[config.mk]
export PLATFORM = sky130hd
export DESIGN_NAME = smart_card_irq_enable
export DESIGN_NICKNAME = d
export VERILOG_FILES = /design/src/verilog/irq_enable_pkg.sv /design/src/verilog/irq_rise_detect.sv /design/src/verilog/smart_card_irq_enable.sv
export VERILOG_INCLUDE_DIRS = /design/src /design/src/verilog
export SDC_FILE = /design/constraint.sdc
export NUM_CORES = 1
export LEC_CHECK = 0
export BUFFER_PORTS_ARGS = -buffer_cell sky130_fd_sc_hd__buf_2
export CORE_MARGIN = 2
export CORE_UTILIZATION = 52
export CTS_CLUSTER_SIZE = 20
export DETAILED_ROUTE_END_ITERATION = 8
export PLACE_DENSITY_LB_ADDON = 0.12
export SYNTH_ARGS = -nofsm -noshare
export SYNTH_HDL_FRONTEND = slang
export SYNTH_HIERARCHICAL = 1
export SYNTH_SLANG_ARGS = --single-unit
[constraint.sdc]
create_clock -name core_clk -period 2.65 [get_ports core_clk]
set_input_delay 0.53 -clock core_clk [delete_from_list [all_inputs] [get_ports core_clk]]
set_output_delay 0.53 -clock core_clk [all_outputs]
set_load 0.02 [all_outputs]
[src/verilog/irq_enable_defs.svh]
// register offsets, bit positions and reset values for the smart card interrupt enable block
`ifndef IRQ_ENABLE_DEFS_SVH
`define IRQ_ENABLE_DEFS_SVH

`define IRQ_ENABLE_OFFSET      8'h0c
`define IRQ_STATUS_OFFSET      8'h10
`define IRQ_GATE_OFFSET        8'h14
`define IRQ_ENABLE_RESET       16'h0000
`define IRQ_STATUS_RESET       16'h0000
`define IRQ_GATE_RESET         1'b0
`define IRQ_COUNT              16
`define BIT_DEACT              15
`define BIT_ACT                14
`define BIT_INSERT             13
`define BIT_REMOVE             12
`define BIT_ATR_OK             11
`define BIT_ATR_FAIL           10
`define BIT_RX_LEVEL           9
`define BIT_CHAR_GAP           8
`define BIT_RX_PERR            7
`define BIT_TX_PERR            6
`define BIT_RX_CHAR            5
`define BIT_TX_CHAR            4
`define BIT_CLOCK              3
`define BIT_RX_FULL            2
`define BIT_TX_EMPTY           1
`define BIT_TX_DRAINED         0
`define BUS_ZERO               32'h0000_0000

`endif

[src/verilog/irq_enable_pkg.sv]
// types shared by the smart card interrupt enable block
package irq_enable_pkg;

	typedef struct packed {
		logic        cyc;
		logic        stb;
		logic        we;
		logic [3:0]  sel;
		logic [7:0]  adr;
		logic [31:0] dat;
	} wb_req_t;

	typedef struct packed {
		logic        ack;
		logic [31:0] dat;
	} wb_rsp_t;

	// raw conditions from the reader datapath; pulses unless noted
	typedef struct packed {
		logic deact_done;
		logic act_done;
		logic card_inserted;
		logic card_removed;
		logic atr_ok;
		logic atr_fail;
		logic rx_at_level;      // level: fifo count >= threshold
		logic gap_limit;        // gap counter reached its limit
		logic atr_start;        // window for the gap event opens
		logic atr_restart;      // window closes
		logic rx_parity_bad;    // wrong-parity char received
		logic rx_retry_over;    // level: repeat count above rx_retry_limit
		logic proto_t1;         // level: T=1 in use
		logic tx_parity_final;  // error in guard time after tx_retry_limit repeats
		logic rx_char;
		logic tx_char;
		logic clock_halted;     // card clock stopped after halt request
		logic clock_resumed;    // card clock fully running after release
		logic rx_full;          // level
		logic tx_empty;         // level
		logic tx_drained;
	} card_events_t;

	typedef enum logic [0:0] {
		BUS_IDLE = 1'b0,
		BUS_ACK  = 1'b1
	} bus_state_t;

endpackage

[src/verilog/irq_rise_detect.sv]
// rising-edge detector turning a level condition into a one-cycle event
`timescale 1ns/1ns
module irq_rise_detect
(
	// clock and reset
	input  wire logic clk,
	input  wire logic rst_n,
	input  wire logic ce,
	// condition
	input  wire logic level,
	output logic      rise
);
	logic last;

	always_ff @(posedge clk or negedge rst_n)
	begin
		if (!rst_n)
			last <= 1'b0;
		else if (ce)
			last <= level;
	end

	assign rise = level & ~last & ce;
endmodule

[src/verilog/smart_card_irq_enable.sv]
// smart card reader interrupt enable and status registers on a classic wishbone slave
// How it works
// - sixteen-bit enable register at 0x0c, read-write, all zero after reset.
// - enable bit 15 passes the deactivation-complete event.
// - enable bit 14 passes the activation-complete event.
// - enable bit 13 passes the card-inserted event.
// - enable bit 12 passes the card-removed event.
// - enable bit 11 passes the answer-to-reset success event.
// - enable bit 10 passes the answer-to-reset failure event.
// - enable bit 9 passes receive fifo count reaching threshold.
// - enable bit 8 passes the character gap limit event.
// - gap event counted only between ATR start and deactivation or restart.
// - bit 7: wrong parity received with retries exceeded or T=1.
// - bit 6: card flags parity after all transmit repeats used.
// - enable bit 5 passes each received character.
// - enable bit 4 passes each transmitted character.
// - bit 3 raised when card clock has halted after request.
// - bit 3 also raised when card clock fully runs again.
// - enable bit 2 passes receive fifo becoming full.
// - enable bit 1 passes transmit fifo becoming empty.
// - enable bit 0 passes transmit fifo fully delivered.
// - status register at 0x10 holds events at the same bit positions.
`timescale 1ns/1ns
`include "irq_enable_defs.svh"
module smart_card_irq_enable
(
	// clock, reset, enable
	input  wire logic                     core_clk,
	input  wire logic                     rst_n,
	input  wire logic                     clk_en,
	// wishbone slave
	input  wire irq_enable_pkg::wb_req_t  wb_req,
	output irq_enable_pkg::wb_rsp_t       wb_rsp,
	// reader datapath
	input  wire irq_enable_pkg::card_events_t events,
	// interrupt
	output logic                          irq
);
	import irq_enable_pkg::*;

	logic                     rst_meta;
	logic                     rst_sync_n;
	logic [15:0]              enable;
	logic [15:0]              status;
	logic                     gap_window;
	logic                     gate;
	logic [15:0]              raw;
	logic [15:0]              next_status;
	logic [15:0]              wr_mask;
	logic [15:0]              wr_data;
	logic                     sel_enable;
	logic                     sel_status;
	logic                     sel_gate;
	logic                     access;
	logic                     rx_level_rise;
	logic                     rx_full_rise;
	logic                     tx_empty_rise;
	bus_state_t               bus_state;
	logic                     ack;
	logic [31:0]              rd_data;
	logic [31:0]              next_rd;

	// reset released through two flops; the rest uses the synchronised copy
	always_ff @(posedge core_clk or negedge rst_n)
	begin
		if (!rst_n)
		begin
			rst_meta   <= 1'b0;
			rst_sync_n <= 1'b0;
		end
		else
		begin
			rst_meta   <= 1'b1;
			rst_sync_n <= rst_meta;
		end
	end

	// level conditions only count on their rising edge so a lasting level
	// does not refill a status bit the moment software clears it
	irq_rise_detect u_rx_level
	(
		.clk   (core_clk),
		.rst_n (rst_sync_n),
		.ce    (clk_en),
		.level (events.rx_at_level),
		.rise  (rx_level_rise)
	);

	irq_rise_detect u_rx_full
	(
		.clk   (core_clk),
		.rst_n (rst_sync_n),
		.ce    (clk_en),
		.level (events.rx_full),
		.rise  (rx_full_rise)
	);

	irq_rise_detect u_tx_empty
	(
		.clk   (core_clk),
		.rst_n (rst_sync_n),
		.ce    (clk_en),
		.level (events.tx_empty),
		.rise  (tx_empty_rise)
	);

	// bus decode
	assign access     = wb_req.cyc & wb_req.stb & (bus_state == BUS_IDLE) & clk_en;
	assign sel_enable = (wb_req.adr == `IRQ_ENABLE_OFFSET);
	assign sel_status = (wb_req.adr == `IRQ_STATUS_OFFSET);
	assign sel_gate   = (wb_req.adr == `IRQ_GATE_OFFSET);
	assign wr_mask    = {{8{wb_req.sel[1]}}, {8{wb_req.sel[0]}}};
	assign wr_data    = wb_req.dat[15:0];

	// window in which the gap event may count
	always_ff @(posedge core_clk or negedge rst_sync_n)
	begin
		if (!rst_sync_n)
			gap_window <= 1'b0;
		else if (clk_en)
		begin
			if (events.deact_done | events.atr_restart)
				gap_window <= 1'b0;
			else if (events.atr_start)
				gap_window <= 1'b1;
		end
	end

	// raw event vector at the status bit positions
	always_comb
	begin
		raw                   = 16'h0000;
		raw[`BIT_DEACT]       = events.deact_done;
		raw[`BIT_ACT]         = events.act_done;
		raw[`BIT_INSERT]      = events.card_inserted;
		raw[`BIT_REMOVE]      = events.card_removed;
		raw[`BIT_ATR_OK]      = events.atr_ok;
		raw[`BIT_ATR_FAIL]    = events.atr_fail;
		raw[`BIT_RX_LEVEL]    = rx_level_rise;
		raw[`BIT_CHAR_GAP]    = events.gap_limit & gap_window;
		raw[`BIT_RX_PERR]     = events.rx_parity_bad
			& (events.rx_retry_over | events.proto_t1);
		raw[`BIT_TX_PERR]     = events.tx_parity_final;
		raw[`BIT_RX_CHAR]     = events.rx_char;
		raw[`BIT_TX_CHAR]     = events.tx_char;
		raw[`BIT_CLOCK]       = events.clock_halted
			| events.clock_resumed;
		raw[`BIT_RX_FULL]     = rx_full_rise;
		raw[`BIT_TX_EMPTY]    = tx_empty_rise;
		raw[`BIT_TX_DRAINED]  = events.tx_drained;
	end

	// status: write one to clear, a new event in the same cycle wins
	always_comb
	begin
		next_status = status;
		if (access & wb_req.we & sel_status)
			next_status = status & ~(wr_data & wr_mask);
		next_status = next_status | raw;
	end

	always_ff @(posedge core_clk or negedge rst_sync_n)
	begin
		if (!rst_sync_n)
			status <= `IRQ_STATUS_RESET;
		else if (clk_en)
			status <= next_status;
	end

	// enable register
	always_ff @(posedge core_clk or negedge rst_sync_n)
	begin
		if (!rst_sync_n)
			enable <= `IRQ_ENABLE_RESET;
		else if (access & wb_req.we & sel_enable)
			enable <= (enable & ~wr_mask) | (wr_data & wr_mask);
	end

	// global output gate, bit 0 of the gate register
	always_ff @(posedge core_clk or negedge rst_sync_n)
	begin
		if (!rst_sync_n)
			gate <= `IRQ_GATE_RESET;
		else if (access & wb_req.we & sel_gate & wb_req.sel[0])
			gate <= wb_req.dat[0];
	end

	// combinational so a cleared enable masks in the same cycle
	assign irq = gate & (|(status & enable));

	// read data
	always_comb
	begin
		next_rd = `BUS_ZERO;
		if (sel_enable)
			next_rd[15:0] = enable;
		else if (sel_status)
			next_rd[15:0] = status;
		else if (sel_gate)
			next_rd[0] = gate;
	end

	// one-wait-state slave: ack one cycle after the request, then drop
	always_ff @(posedge core_clk or negedge rst_sync_n)
	begin
		if (!rst_sync_n)
		begin
			bus_state <= BUS_IDLE;
			ack       <= 1'b0;
			rd_data   <= `BUS_ZERO;
		end
		else if (clk_en)
		begin
			unique case (bus_state)
				BUS_IDLE:
				begin
					if (access)
					begin
						bus_state <= BUS_ACK;
						ack       <= 1'b1;
						rd_data   <= wb_req.we ? `BUS_ZERO : next_rd;
					end
				end
				BUS_ACK:
				begin
					bus_state <= BUS_IDLE;
					ack       <= 1'b0;
				end
			endcase
		end
	end

	assign wb_rsp.ack = ack;
	assign wb_rsp.dat = rd_data;
endmodule

* Yosys cells after proc, flatten, opt, wreduce, memory -nomap -nowiden *
Index checks and enable logic that the tools add are counted.

cells by class
  bitwise logic cells = 32
  eq/ne operators = 4
  muxes and demuxes = 12
  reductions and logical operators = 5

operator list
  kind                                            number
  bitwise AND 16 bit                              4
  2-to-1 mux 16 bit                               3
  inverter 16 bit                                 2
  OR 16 bit                                       2
  bitwise AND 1 bit                               17
  == test 8 x 5 -> 1 bit (second input constant)  2
  OR reduction 16 bit                             1
  2-to-1 mux 15 bit                               1
  == test 8 x 4 -> 1 bit (second input constant)  1
  2-to-1 mux 1 bit                                6
  inverter 1 bit                                  4
  one-hot mux 1 bit (2 select lines)              2
  AND reduction 2 bit                             2
  OR 1 bit                                        3
  AND reduction 3 bit                             1
  inequality test 2 bit (second input constant)   1
  nonzero test 2 bit                              1

storage, ports and cells
  input port bits = 71
  flip-flop bits (word level) = 73

* Depth between registers and ports, before layout *
  word-level depth = 7
  depth in mapped cells = 6
  depth with buffers taken out = 4

* Modules after synthesis *
Netlist, hierarchy kept.

modules (own cells, without submodules)
  module                 area an instance (sq um)  instances  seq. area each (sq um)  cells each
  smart_card_irq_enable  2526.2                    1          1351.3                  218
  irq_rise_detect        50.0                      3          25.0                    3

* Worst setup path after synthesis *
Ideal clock, no wire load.

  path kind = input to register
  start = input port wb_req[37] (netlist bit)
  end = register with a tool-made name
  setup slack = 625 ps
  data arrival time = 1900 ps
  cell stages on the path = 4
  buffers on the path = 1
  path through = or3_1 -> buf_6 -> nor4_4 -> mux2_2

RTL lines
  what                line                         source
  start: declaration  smart_card_irq_enable.sv:32  input wire irq_enable_pkg::wb_req_t wb_req,

==> results_dict.tcl <==
set metrics [dict create \
    register_area_mm2 0.00143 \
    avgViaCountPerCell 5.27 \
    synth_warnings 6 \
    grt_pass1_wl_um 9130 \
    worstPathArrival_ns 1.73 \
    wl_um 5980 \
    final_layout_size_suffix_gt1_share_pct 40.1 \
    end_kind "primary output" \
    antenna_cells 0 \
    ys.flop_type "dfrtp_1" \
    fmax_ghz 0.443 \
    drt_iter0_markers 133 \
    clkLatencyLatePin_ns 0.34 \
    dr.pass1.iters 4 \
    peakVddDrop_mv 0.404 \
    vias 2040 \
    ant_nets 0 \
    yosysSeqAreaShare_pct 53.3 \
    cts_buffers 9 \
    critPathBufInv 1 \
    cts_resized 0 \
    dp.cells 370 \
    cts.clk_slew.worst_paths_ns 0.06 \
    async_flop_share_pct 100 \
    finalNonFillerCells 387 \
    netlist_area_mm2 0.00268 \
    min_period_ns 2.26 \
    cts.path.max_buffers 2 \
    finalHoldViolations 0 \
    final.setup.tns_ns 0 \
    drcViolationCount 0 \
    routabilityCongestion 0.766 \
    die_area_mm2 0.00574 \
    die_h_um 75.7 \
    root_buffer "clkbuf_8" \
    slew_viol_final 0 \
    cts_setup_buffers 0 \
    grt_pass1_vias 1900 \
    grt-ovfl-total 0 \
    status "finished clean" \
    critPathLaunchType "flop" \
    hold_buffers 1 \
    stdcell_area_mm2 0.00332 \
    wire_per_inst_um 15.4 \
    hp-class "flop to async pin" \
    p_leak_nw 1.75 \
    antenna_found_initial 0 \
    cp_max_fo 3 \
    fillers 424 \
    htreeDepth 3 \
    critical_path_required_ns 2.12 \
    initial_core_util_pct 53.1 \
    path_cells "a22o_1 -> a221oi_1 -> nand3_1 -> o21a_1 -> buf_2" \
    max_stage_delay_ns 0.40 \
    core_area_mm2 0.00504 \
    p_per_area_mw_per_mm2 573 \
    grt_max_degree 29 \
    ys_ff_latch 57 \
    syn-mean-instance-area_um2 11.8 \
    timing.rr.start "bus_state" \
    grt_util_all_layers_pct 22.6 \
    cts_sinks 57 \
    multi_input_area_mm2 0.00113 \
    worst-path-stages 5 \
    path_delay_family "compound AO/OA/AOI/OAI gates" \
    layout.nets 383 \
    rsz0062_at_grt "false" \
    reg2regPathDepth 4 \
    skew_ns 0.00571 \
    syn2layout_area_growth_pct 23.9 \
    setup-violations-final 0 \
    rows 26 \
    cts_tree "yes" \
    fin_util_pct 65.8 \
    placed_area_mm2 0.00310 \
    synth_edf_count 0 \
    timing.final.crit_share_pct 85.3 \
    slew_headroom_pct 59.9 \
    crit_type "flop to primary output" \
    synthCells 227 \
    ys_types 32 \
    dp_hpwl_um 4170 \
    die_w_um 75.7 \
    ios 105 \
    cap_viol_max_count 0 \
    cp_slowest_cell "dfrtp_1" \
    worst_pin_slew_ns 0.602 \
    portBuffers 70 \
]
where the power goes:
part | internal (mW) | switching [mW]
Combinational | 0.0598 | 0.0918
Sequential | 0.888 | 0.0139
Clock | 0.511 | 0.335
cell families after synthesis:
group	after synthesis	synth area share (%)
and+or+nand+nor	74	17.2
DFF	57	53.3
AOI/OAI and AO/OA	47	13.9
other	2	0.281
buffers and inverters	27	6.50
muxes	20	8.79
placed cells by master, fill, tap and decap left out, types with 2 or more instances in the layout:
master and n:
a221oi_1 2, a22o_1 16, a22oi_1 19, and3b_2 3, buf_2 70, buf_4 12
clkbuf_1 2, clkbuf_8 12, conb_1 17, dfrtp_1 56, inv_1 3, mux2_2 16
mux2_4 3, nand2_1 51, nand3_1 2, nand3b_1 2, nor2_1 2, nor4_4 6
o21a_1 2, o21ai_0 3, or3_1 2, or4bb_1 2
worst register-to-register path, delay by kind of cell (launching register included):
family | cells | cell delay, ns
buf+inv | 1 | 0.23
mux | 1 | 0.36
simple gates | 2 | 0.78
flops | 1 | 0.39
worst paths after layout:
check	to	slack (ns)
max	irq	0.39
min	rd_data[0]	0.13
max reg2reg	flop	0.77
min reg2reg	rd_data[0]	0.13
max in group asynchronous	rd_data[5]	1.89
min in group core_clk	rst_sync_n	0.36
per-stage QoR:
| step | hold slack [ns] | setup slack [ns] | power [mW] |
|---|---|---|---|
| 2_1_floorplan | 0.234 | 0.625 | 1.02 |
| 3_3_place_gp | 0.136 | 0.382 | 1.07 |
| 3_5_place_dp | 0.135 | 0.363 | 1.07 |
| 4_1_cts | 0.138 | 0.386 | 1.91 |
| 5_1_grt | 0.152 | 0.304 | 1.97 |
| 6_report | 0.129 | 0.391 | 1.90 |
cell type report:
cell class / count / share of cell area [%]
flip-flops and latches: 57 / 43.0
multi-input cells: 158 / 34.1
clock buffers: 14 / 5.21
clock inverters: 2 / 1.06
inverters: 3 / 0.339
repair buffers: 83 / 13.6
well taps: 70 / 2.64
cells in the mapped netlist (2+ instances only):
cell type,instances,share of area (%)
or4bb_1,2,0.84
or3_1,2,0.47
a22o_1,16,5.2
a22oi_1,19,5.3
nand3b_1,2,0.56
o21ai_0,3,0.56
mux2_4,3,1.7
nor4_4,6,4.8
a221oi_1,2,0.65
o21a_1,2,0.56
inv_1,3,0.42
nor2_1,2,0.28
nand3_1,2,0.37
conb_1,2,0.28
clkbuf_1,5,0.70
and3b_2,3,1.1
dfrtp_1,57,53
nand2_1,51,7.2
buf_4,17,4.8
mux2_2,16,6.7
layer usage:
layer	vias to the layer above	share of wire (%)	global-route usage, %
met2	77	48	35.1
met4	0	0.84	8.19
met1	997	44	29.7
li1	959	-	-
met3	7	6.7	7.80
met5	-	0	0
Note: power is estimated with default switching activity, not from simulation.
